[src/lcc_regs.svh]
// Register offsets, field positions, reset values and timing for the LED config bank
`ifndef LCC_REGS_SVH
`define LCC_REGS_SVH
`define LCC_ADDR_GREEN_LEVEL 8'h06
`define LCC_ADDR_BLUE_LEVEL 8'h07
`define LCC_ADDR_SETTINGS 8'h08
`define LCC_ADDR_RED_PTR 8'h09
`define LCC_ADDR_GREEN_PTR 8'h0a
`define LCC_ADDR_BLUE_PTR 8'h0b
`define LCC_LEVEL_RESET 8'haf
`define LCC_SETTINGS_RESET 8'h00
`define LCC_PTR_RESET 4'h0
`define LCC_BIT_PWM_FAST 6
`define LCC_BIT_POWER_SAVE 5
`define LCC_BIT_PUMP_HI 4
`define LCC_BIT_PUMP_LO 3
`define LCC_BIT_RED_SUPPLY 2
`define LCC_BIT_CLK_DETECT 1
`define LCC_BIT_INT_CLK 0
`define LCC_SETTINGS_MASK 8'h7f
`define LCC_RUN_ACCESS 2'b11
`define LCC_MODE_LOAD 2'b01
`define LCC_CLK_HZ 200000000
`define LCC_PWM_SLOW_HZ 256
`define LCC_PWM_FAST_HZ 558
`endif

[src/lcc_pkg.sv]
// Types shared by the LED config bank modules
package lcc_pkg;
  typedef enum logic [1:0] {
    LCC_PUMP_OFF,
    LCC_PUMP_1X,
    LCC_PUMP_1P5X,
    LCC_PUMP_AUTO
  } lcc_pump_t;
  typedef enum logic [1:0] {
    LCC_CLK_EXTERNAL,
    LCC_CLK_INTERNAL,
    LCC_CLK_AUTO
  } lcc_clk_src_t;
  typedef logic [3:0] lcc_ptr_t;
endpackage : lcc_pkg

[src/lcc_ptr_if.sv]
// Per-channel step pointer link between bank and pointer module
`timescale 1ns/100ps
`default_nettype none
interface lcc_ptr_if;
  import lcc_pkg::*;
  logic host_wr; // Host write accepted this cycle
  lcc_ptr_t host_data; // Host write value
  logic [1:0] mode; // Channel operating mode
  logic eng_load; // Engine updates pointer
  lcc_ptr_t eng_data; // Engine pointer value
  lcc_ptr_t value; // Current pointer
  modport bank (output host_wr, host_data, mode, eng_load, eng_data, input value);
  modport ptr (input host_wr, host_data, mode, eng_load, eng_data, output value);
endinterface : lcc_ptr_if
`default_nettype wire

[src/lcc_config_bank.sv]
// LED channel level, settings and step pointer register bank
`timescale 1ns/100ps
`default_nettype none
`include "lcc_regs.svh"
module lcc_config_bank
  import lcc_pkg::*;
#(
  parameter int unsigned PWM_SLOW_CYCLES = `LCC_CLK_HZ / `LCC_PWM_SLOW_HZ,
  parameter int unsigned PWM_FAST_CYCLES = `LCC_CLK_HZ / `LCC_PWM_FAST_HZ
) (
  input wire logic ref_clk_i,
  input wire logic sys_rst_i,
  input wire logic [7:0] reg_addr_i, // Byte address from serial front end
  input wire logic [7:0] reg_wdata_i, // Write byte
  input wire logic reg_wr_i, // Write strobe, one cycle
  input wire logic reg_rd_i, // Read strobe, one cycle
  output logic [7:0] reg_rdata_o, // Read byte, valid cycle after strobe
  output logic reg_refused_o, // Access refused, pulse with read data
  input wire logic standby_i, // Device in standby
  input wire logic normal_i, // Device in normal operation
  input wire logic [5:0] run_control_i, // Run control per channel, red at [5:4]
  input wire logic [5:0] mode_i, // Operating mode per channel, red at [5:4]
  input wire logic [2:0] eng_load_i, // Engine pointer update, red at [2]
  input wire logic [11:0] eng_ptr_i, // Engine pointer values, red at [11:8]
  output logic [7:0] green_level_o,
  output logic [7:0] blue_level_o,
  output logic pwm_tick_o, // One pulse per PWM period
  output logic pwm_fast_select_o,
  output logic power_save_on_o,
  output var lcc_pump_t pump_gain_mode_o, // Pump gain decode
  output logic red_supply_select_o,
  output var lcc_clk_src_t clock_source_o, // PWM clock source decode
  output logic clock_detect_on_o,
  output logic [11:0] step_ptr_o, // Pointers, red at [11:8]
  output logic step_ptr_live_o // Pointers effective, low in standby
);
  // Bank of plain and gated registers behind one byte access port; every
  // accepted write lands at its strobe edge unless a pointer clear wins, and every read answers one cycle later
  // Register storage
  logic [7:0] green_drive_level; // Green level code
  logic [7:0] blue_drive_level; // Blue level code
  logic [6:0] global_settings; // Settings without top bit
  // Write decode
  logic green_wr; // Write strobe hits green level
  logic blue_wr; // Write strobe hits blue level
  logic settings_wr; // Write strobe hits settings
  // PWM timing
  logic [31:0] pwm_count; // PWM period counter
  logic [31:0] pwm_limit; // Selected period length
  logic pwm_wrap; // Counter in last cycle of period
  // Step pointer access
  logic [2:0] ptr_hit; // Address selects channel pointer
  logic [2:0] ptr_open; // Channel allows pointer access
  logic [2:0] ptr_wr; // Accepted pointer write per channel
  logic [11:0] ptr_value; // Pointer values from channels
  logic ptr_rd_ok; // Addressed pointer may be read now
  // Read path
  logic [7:0] next_rdata; // Read mux
  logic next_refused; // Read refusal

  // Address decode for the plain registers
  assign green_wr = reg_wr_i && reg_addr_i == `LCC_ADDR_GREEN_LEVEL;
  assign blue_wr = reg_wr_i && reg_addr_i == `LCC_ADDR_BLUE_LEVEL;
  assign settings_wr = reg_wr_i && reg_addr_i == `LCC_ADDR_SETTINGS;

  // Green level register, plain 8-bit code, every code legal
  always_ff @(posedge ref_clk_i) begin
    if (sys_rst_i) begin
      green_drive_level <= `LCC_LEVEL_RESET;
    end else if (green_wr) begin
      green_drive_level <= reg_wdata_i;
    end
  end

  // Blue level register, same coding as green
  always_ff @(posedge ref_clk_i) begin
    if (sys_rst_i) begin
      blue_drive_level <= `LCC_LEVEL_RESET;
    end else if (blue_wr) begin
      blue_drive_level <= reg_wdata_i;
    end
  end

  // Settings register; top bit is not stored so a stray one does nothing
  // The host must keep that bit at zero; dropping it here means a careless
  // write still reads back exactly what the bank acts on
  always_ff @(posedge ref_clk_i) begin
    if (sys_rst_i) begin
      global_settings <= 7'(`LCC_SETTINGS_RESET);
    end else if (settings_wr) begin
      global_settings <= 7'(reg_wdata_i & `LCC_SETTINGS_MASK);
    end
  end

  // Settings decode, plain wires off the register
  assign pwm_fast_select_o = global_settings[`LCC_BIT_PWM_FAST];
  assign power_save_on_o = global_settings[`LCC_BIT_POWER_SAVE];
  assign pump_gain_mode_o = lcc_pump_t'(global_settings[`LCC_BIT_PUMP_HI:`LCC_BIT_PUMP_LO]);
  assign red_supply_select_o = global_settings[`LCC_BIT_RED_SUPPLY];

  // Clock source and detector enable from the detect/internal pair
  // Codes 01 and 11 both mean internal clock with detection off
  always_comb begin
    case ({global_settings[`LCC_BIT_CLK_DETECT], global_settings[`LCC_BIT_INT_CLK]})
      2'b00: begin
        clock_source_o = LCC_CLK_EXTERNAL;
        clock_detect_on_o = 1'b0;
      end
      2'b10: begin
        clock_source_o = LCC_CLK_AUTO;
        clock_detect_on_o = 1'b1;
      end
      default: begin
        clock_source_o = LCC_CLK_INTERNAL;
        clock_detect_on_o = 1'b0;
      end
    endcase
  end

  // PWM period length from fast select, in whole clock cycles
  assign pwm_limit = pwm_fast_select_o ? PWM_FAST_CYCLES : PWM_SLOW_CYCLES;
  // Last cycle of the current period
  assign pwm_wrap = pwm_count >= pwm_limit - 32'h1;

  // PWM period counter; restarts at the end of each period
  // A switch to the shorter period may leave the count past the new end,
  // so the compare is >= rather than ==
  always_ff @(posedge ref_clk_i) begin
    if (sys_rst_i) begin
      pwm_count <= 32'h0;
    end else if (pwm_wrap) begin
      pwm_count <= 32'h0;
    end else begin
      pwm_count <= pwm_count + 32'h1;
    end
  end

  // PWM tick, one cycle at the start of each period, registered one cycle after the wrap
  always_ff @(posedge ref_clk_i) begin
    if (sys_rst_i) begin
      pwm_tick_o <= 1'b0;
    end else begin
      pwm_tick_o <= pwm_wrap;
    end
  end

  // Per-channel pointer access gate and pointer module
  // Channel 0 is blue at the highest pointer address, channel 2 is red
  genvar ch;
  generate
    for (ch = 0; ch < 3; ch++) begin : g_ch
      lcc_ptr_if link (); // Bank side to pointer side
      // Address match for this channel's pointer
      assign ptr_hit[ch] = reg_addr_i == (`LCC_ADDR_BLUE_PTR - 8'(ch));
      // Code 11b opens the pointer; hold 00b only parks the engine outside
      assign ptr_open[ch] = run_control_i[2*ch +: 2] == `LCC_RUN_ACCESS;
      // Write lands with the gate open, or in standby where writes are taken
      assign ptr_wr[ch] = reg_wr_i && ptr_hit[ch] && (ptr_open[ch] || standby_i);
      assign link.host_wr = ptr_wr[ch];
      assign link.host_data = reg_wdata_i[3:0];
      assign link.mode = mode_i[2*ch +: 2];
      assign link.eng_load = eng_load_i[ch];
      assign link.eng_data = eng_ptr_i[4*ch +: 4];
      assign ptr_value[4*ch +: 4] = link.value;
      // Pointer store with its own mode-change clear
      lcc_step_ptr u_ptr (
        .ref_clk_i(ref_clk_i),
        .sys_rst_i(sys_rst_i),
        .link(link.ptr)
      );
    end
  endgenerate

  // Pointers go to the engines; a standby write only counts after startup
  assign step_ptr_o = ptr_value;
  assign step_ptr_live_o = !standby_i;

  // Pointer read needs the gate open, normal operation and no standby
  assign ptr_rd_ok = (ptr_hit & ptr_open) != 3'h0 && normal_i && !standby_i;

  // Read mux with pointer read restrictions
  // Unmapped addresses read zero and raise no refusal
  always_comb begin
    next_rdata = 8'h00;
    next_refused = 1'b0;
    case (reg_addr_i)
      `LCC_ADDR_GREEN_LEVEL: next_rdata = green_drive_level;
      `LCC_ADDR_BLUE_LEVEL: next_rdata = blue_drive_level;
      `LCC_ADDR_SETTINGS: next_rdata = {1'b0, global_settings};
      `LCC_ADDR_RED_PTR, `LCC_ADDR_GREEN_PTR, `LCC_ADDR_BLUE_PTR: begin
        if (ptr_rd_ok) begin
          // Upper nibble of a pointer reads zero
          next_rdata = {4'h0, ptr_value[4*(`LCC_ADDR_BLUE_PTR - reg_addr_i) +: 4]};
        end else begin
          // Refused: zero data and a refusal pulse
          next_refused = 1'b1;
        end
      end
      default: next_rdata = 8'h00; // Unmapped
    endcase
  end

  // Read data, holds until the next read
  always_ff @(posedge ref_clk_i) begin
    if (sys_rst_i) begin
      reg_rdata_o <= 8'h00;
    end else if (reg_rd_i) begin
      reg_rdata_o <= next_rdata;
    end
  end

  // Refusal flag, one cycle alongside the read data
  always_ff @(posedge ref_clk_i) begin
    if (sys_rst_i) begin
      reg_refused_o <= 1'b0;
    end else begin
      reg_refused_o <= reg_rd_i && next_refused;
    end
  end

  // Level codes straight from the registers
  assign green_level_o = green_drive_level;
  assign blue_level_o = blue_drive_level;
endmodule : lcc_config_bank
`default_nettype wire

[src/lcc_step_ptr.sv]
// One channel step pointer with mode-change clear
`timescale 1ns/100ps
`default_nettype none
`include "lcc_regs.svh"
module lcc_step_ptr
  import lcc_pkg::*;
(
  input wire logic ref_clk_i,
  input wire logic sys_rst_i,
  lcc_ptr_if.ptr link
);
  logic [1:0] mode_q; // Mode seen last cycle
  lcc_ptr_t value; // Pointer store

  // Remember previous mode to spot changes; it follows the mode through
  // reset as well, so the first edge after release sees no false change
  // that would drop a pointer write landing there
  always_ff @(posedge ref_clk_i) begin
    mode_q <= link.mode;
  end

  // Pointer update, clears win over writes
  always_ff @(posedge ref_clk_i) begin
    if (sys_rst_i) begin
      value <= `LCC_PTR_RESET;
    end else if (link.mode != mode_q) begin
      value <= `LCC_PTR_RESET;
    end else if (link.mode == `LCC_MODE_LOAD) begin
      value <= `LCC_PTR_RESET;
    end else if (link.host_wr) begin
      value <= link.host_data;
    end else if (link.eng_load) begin
      value <= link.eng_data;
    end
  end

  assign link.value = value;
endmodule : lcc_step_ptr
`default_nettype wire

[config.mk]
export PLATFORM = sky130hd
export DESIGN_NAME = lcc_config_bank
export DESIGN_NICKNAME = d
export VERILOG_FILES = /design/src/lcc_pkg.sv /design/src/lcc_ptr_if.sv /design/src/lcc_config_bank.sv /design/src/lcc_step_ptr.sv
export VERILOG_INCLUDE_DIRS = /design/src
export SDC_FILE = /design/constraint.sdc
export NUM_CORES = 1
export LEC_CHECK = 0
export ABC_AREA = 1
export ABC_CLOCK_PERIOD_IN_PS = 2700
export BUFFER_PORTS_ARGS = -buffer_cell sky130_fd_sc_hd__buf_4
export CAP_MARGIN = 25
export CORE_MARGIN = 2
export CORE_UTILIZATION = 55
export DETAILED_ROUTE_END_ITERATION = 6
export PLACE_DENSITY = 0.82
export SYNTH_ARGS = -nofsm -noshare
export SYNTH_HDL_FRONTEND = slang
export SYNTH_SLANG_ARGS = --single-unit
[constraint.sdc]
create_clock -name ref_clk_i -period 2.7 [get_ports ref_clk_i]
set_input_delay 0.405 -clock ref_clk_i [delete_from_list [all_inputs] [get_ports ref_clk_i]]
set_output_delay 0.405 -clock ref_clk_i [all_outputs]
set_load 0.005 [all_outputs]
== Yosys cells after proc, flatten, opt, wreduce, memory -nomap -nowiden ==
Cells that the tools add are included.

* Bitwise logic cells: 1
* Equality and inequality tests: 16
* Multiplexer cells: 13
* Multiply operators: 0
* $lt $le $gt $ge: 1
* Add/sub/neg operators: 3
* Reductions and logical operators: 26
* Shift-type cells: 1
* Div/mod/pow operators: 0

{| class="wikitable"
|+ Operators by type and width
! operator !! count
|-
| indexed part select 12 x 33 -> 4 bit || 1
|-
| adder 32 x 1 -> 32 bit (second input constant) || 1
|-
| == test 8 x 4 -> 1 bit (second input constant) || 4
|-
| >= comparator 32 bit || 1
|-
| case mux 8 bit (4 select lines) || 1
|-
| two-way mux 4 bit || 7
|-
| subtractor 20 x 1 -> 21 bit (second input constant) || 1
|-
| two-way mux 20 bit || 1
|-
| == test 8 x 3 -> 1 bit (second input constant) || 2
|-
| logical AND 1 bit || 12
|-
| OR reduction 3 bit || 4
|-
| subtractor 4 x 8 -> 9 bit (first input constant) || 1
|-
| == test 2 bit (second input constant) || 4
|-
| == test 2 x 1 -> 1 bit (second input constant) || 3
|-
| inequality test 2 bit || 3
|-
| nonzero test 2 bit || 3
|-
| case mux 2 bit (2 select lines) || 1
|-
| AND 3 bit || 1
|-
| logical OR 1 bit || 3
|-
| two-way mux 1 bit || 3
|-
| nonzero test 3 bit || 1
|-
| zero test 2 bit || 1
|-
| OR reduction 2 bit || 1
|-
| zero test 1 bit || 1
|}

* Memory bits (writable): 0
* Bits in latches: 0
* Memories kept: 0
* Register bits after elaboration: 83
* Bits in read-only memories: 0
* Word-level logic and storage cells: 74

== Depth between registers and ports, before layout ==
* Depth in word-level cells: 8
* Mapped depth: 12
* Depth with buffers taken out: 12

== By module ==
From an unflattened synthesis, not the netlist that was laid out.

* Cells, all modules: 589
* Area total of the unflattened synthesis: 4169.0 sq um

{| class="wikitable"
|+ By module, submodules not included
! module !! area each (sq um) !! times used !! seq. area each (sq um) !! cells an instance
|-
| lcc_config_bank || 3301.9 || 1 || 1301.2 || 448
|-
| lcc_step_ptr || 289.0 || 3 || 120.1 || 47
|}

== Worst setup path before layout ==
No wires, ideal clock.

* Kind: register to register
* From: register global_settings[6]
* To: register pwm_count[5]
* Buffers on the path: 1
* Arrival: 1765 ps
* Data required time: 2583 ps
* Path slack: 818 ps
* Stages on the path, launching flop included: 12
* Cell sequence: dfxtp_1 > inv_1 > ha_1 > nand2_1 > nor2_1 > nor3b_1 > nand2_1 > nand2_1 > nand2_1 > nand4_1 > buf_4 > nor2_1

* Longest elaborated chain between the ends: 4

{| class="wikitable"
|+ Ends and longest elaborated chain
! what !! RTL line !! RTL
|-
| from (decl) || lcc_config_bank.sv:42 || <nowiki>logic [6:0] global_settings;</nowiki>
|-
| from (signal assigned) || lcc_config_bank.sv:89 || <nowiki>global_settings <= 7'(`LCC_SETTINGS_RESET);</nowiki>
|-
| from (signal assigned) || lcc_config_bank.sv:91 || <nowiki>global_settings <= 7'(reg_wdata_i & `LCC_SETTINGS_MASK);</nowiki>
|-
| two-way mux 20 bit || lcc_config_bank.sv:121 || <nowiki>assign pwm_limit = pwm_fast_select_o ? PWM_FAST_CYCLES : PWM_SLOW_CYCLES;</nowiki>
|-
| subtractor 20 x 1 -> 21 bit || lcc_config_bank.sv:123 || <nowiki>assign pwm_wrap = pwm_count >= pwm_limit - 32'h1;</nowiki>
|-
| >= comparator 32 bit || lcc_config_bank.sv:123 ||
|-
| OR reduction 2 bit (no source line) || n/a ||
|-
| to (signal assigned) || lcc_config_bank.sv:134 || <nowiki>pwm_count <= pwm_count + 32'h1;</nowiki>
|-
| to (decl) || lcc_config_bank.sv:48 || <nowiki>logic [31:0] pwm_count;</nowiki>
|}

Every way passes these cells.
A chain may end at the register's enable or synchronous reset.

== Worst setup path after layout ==
* From: register global_settings[6]
* To: register pwm_count[17]

Same word-level chain as after synthesis.

==> qor.yml <==
worst_setup_path:
  start_kind: "flip-flop"
  arrival_ns: 2.58
  worstSetupEndpointType: "flip-flop"
  worstSetupPathType: "flip-flop to flip-flop"
  cp.required_ns: 2.94
  cp_max_fo: 14
floorplan:
  start_util_pct: 55.9
  die_h_um: 89.1
  core_area_sq_um: 7140
  dieArea_sq_um: 7950
  die_x_um: 89.1
  ios: 96
  rows: 31
clocking:
  cts.sinks: 83
  cts_made_buffers: 9
  cts.hold.buffers_added: 0
  clock-root-buffer: "clkbuf_8"
  path_clk_slew_ns: 0.08
  clock_path_buffers: 2
  cts_tree: "built"
  cts_max_level: 3
  clkLatencyLatePin_ns: 0.35
  postCtsSetupBuffers: 0
yosys:
  netlist_area_sq_um: 3990
  ys_warn_count: 0
  ys_seq_area_share_pct: 41.7
  yosysUniqueCellTypes: 33
  netlist_instances: 526
  ys_ff_latch: 83
  avgSynthCellArea_sq_um: 7.58
cells_and_area:
  num-fill-cells: 622
  seqCellArea_sq_um: 1660
  antenna_cells: 0
  final_common_cell: "nand2_1"
  final_cell_mix: "nand2_1, buf_4, nor2_1, dfxtp_1, inv_1"
  drive_gt1_share_pct: 22.2
  fin_area_sq_um: 4980
  instances_no_fill: 734
  nNetsFinal: 695
  area_growth_pct: 25.0
  multi_input_area_sq_um: 2030
sta:
  setup-violations-final: 0
  finalMaxSlewViolations: 0
  rsz0062_at_grt: "no"
  finClkSkew_ns: 0.00809
  setup_tns_ns: 0
  max_freq_mhz: 428
  timing.final.crit_share_pct: 86.6
  finalCriticalPeriod_ns: 2.34
  finalHoldViolations: 0
grt:
  grt_pass1_wl_um: 15300
  grtUsageMet1_pct: 28.3
  grt_use_met2_pct: 43.4
  grt_max_degree: 29
  grt_antenna_before_repair: 0
  gr-usage-met3_pct: 8.59
  top_usage_layer: "met2"
  grt.overflow.total: 0
  grt_pass1_vias: 3479
  grt_usage_pct: 25.1
routing:
  ant_nets: 0
  dr.first_iter.drc_count: 186
  drt_pass1_iterations: 5
  routed_wl_um: 9680
  viasPerCell: 5.05
  drc: 0
  routedWlPerCell_um: 13.2
  via_count: 3706
placement:
  gp_congestion: 0.871
  place_hpwl_um: 7400
  place_area_sq_um: 4790
  dpl.cell_count: 718
  numPortBuffers: 95
run_status:
  outcome: "finished clean"
flow_run:
  drv_cap: 0
power_and_ir_drop:
  ir_drop_v: 0.000260
  powerDensity_nw_per_um2: 460
  power_leakage_nw: 2.33
hold_path:
  min_path_type: "primary input to flip-flop"
-- Yosys cell counts --
| library cell | number | area share, % |
|---|---|---|
| mux2_2 | 9 | 2.5 |
| o21a_1 | 1 | 0.19 |
| nand2_1 | 102 | 9.6 |
| nor2_2 | 2 | 0.31 |
| nor3b_1 | 1 | 0.19 |
| o2111a_1 | 3 | 0.85 |
| o21ai_0 | 33 | 4.1 |
| nor3_1 | 6 | 0.75 |
| o2111ai_1 | 1 | 0.22 |
| nor3_2 | 1 | 0.25 |
| nor2_4 | 2 | 0.56 |
| nand3_1 | 27 | 3.4 |
| nand2_2 | 2 | 0.31 |
| a21o_1 | 1 | 0.19 |
| nand4_1 | 8 | 1.3 |
| xor2_1 | 12 | 2.6 |
| nor3_4 | 2 | 0.82 |
| dfxtp_1 | 83 | 42 |
| nor2_1 | 82 | 7.7 |
| conb_1 | 1 | 0.094 |
| buf_6 | 2 | 0.56 |
| clkbuf_1 | 5 | 0.47 |
| xnor2_1 | 9 | 2.0 |
| ha_1 | 16 | 5.0 |
| buf_4 | 5 | 0.94 |
| o22ai_1 | 1 | 0.16 |
| buf_2 | 2 | 0.25 |
| o211ai_1 | 9 | 1.7 |
| inv_1 | 59 | 5.6 |
| nand4_2 | 1 | 0.31 |
| inv_2 | 5 | 0.47 |
| o211ai_2 | 4 | 1.3 |
| a21oi_1 | 29 | 3.6 |
-- worst paths after layout --
path	start	end	slack (ns)	depth (start not counted)
worst max-delay path	global_settings[6]$_SDFFE_PP0P_	pwm_count[17]$_SDFF_PP0_	0.36	11
worst min register to register	reg_rdata_o[5]$_SDFFE_PP0P_	reg_rdata_o[5]$_SDFFE_PP0P_	0.47	2
worst min-delay path	mode_i[5]	g_ch[2].u_ptr.mode_q[1]$_DFF_P_	0.16	1
worst max register to register	global_settings[6]$_SDFFE_PP0P_	pwm_count[17]$_SDFF_PP0_	0.36	11
-- per-layer routing --
metal  vias up  wire, um  part of all wire, %
met5         -         0                    0
met4         0       272                  2.8
met2       114      4930                   51
met3        24       583                  6.0
met1      1675      3900                   40
li1       1893         -                    -
-- critical path, stage by stage (launching register included) --
cell and delay, ns:
dfxtp_2 0.44, inv_1 0.17, ha_1 0.31, nand2_1 0.04, nor2_1 0.12, nor3b_1 0.31
nand2_1 0.09, nand2_1 0.07, nand2_1 0.06, nand4_1 0.28, buf_4 0.27, nor2_1 0.06
-- cell type report --
| cell class | instances | area share (%) |
|---|---|---|
| clock buffers | 11 | 2.84 |
| multi-input cells | 375 | 40.8 |
| repair buffers | 97 | 14.6 |
| inverters | 64 | 4.82 |
| flip-flops and latches | 83 | 33.4 |
| clock inverters | 5 | 1.05 |
| well taps | 99 | 2.49 |
-- through the flow --
stage	setup WS (ns)	hold slack (ns)	util (%)	power, W
6_report	0.363	0.158	69.8	0.00229
3_3_place_gp	0.426	0.456	67.1	0.00144
3_5_place_dp	0.240	0.462	67.1	0.00144
5_1_grt	0.0954	0.132	69.8	0.00239
2_1_floorplan	0.818	0.433	-	0.00135
4_1_cts	0.226	0.146	69.8	0.00231
-- cell families after synthesis --
logic type               after synthesis  share of synthesized area (%)
multiplexers                           9                           2.54
AND/OR/NAND/NOR                      236                           25.5
buffers and inverters                 78                           8.25
adder cells (fa/ha/maj)               16                           5.02
XOR/XNOR                              21                           4.61
other                                  1                         0.0940
AO/OA/AOI/OAI                         82                           12.3
flip-flops                            83                           41.7
-- state kept, by name (all words and copies together), names as in the netlist --
| signal | flops |
|---|---|
| green_level_o | 8 |
| blue_level_o | 8 |
| reg_refused_o | 1 |
| g_ch.u_ptr.mode_q | 6 |
| global_settings | 7 |
| pwm_count | 32 |
| g_ch.u_ptr.link.value | 12 |
| reg_rdata_o | 8 |
| pwm_tick_o | 1 |
-- power breakdown --
group          switching, W  internal [W]
Sequential       0.00000857       0.00124
Clock              0.000431      0.000448
Combinational     0.0000793     0.0000812
-- what timing repair did --
item | in CTS | in global routing
hold endpoints to repair | 0 | 0
endpoints found under the setup margin | 0 | 14
resized for setup | 0 | 1
No activity file was read; power rests on OpenSTA's default activity.
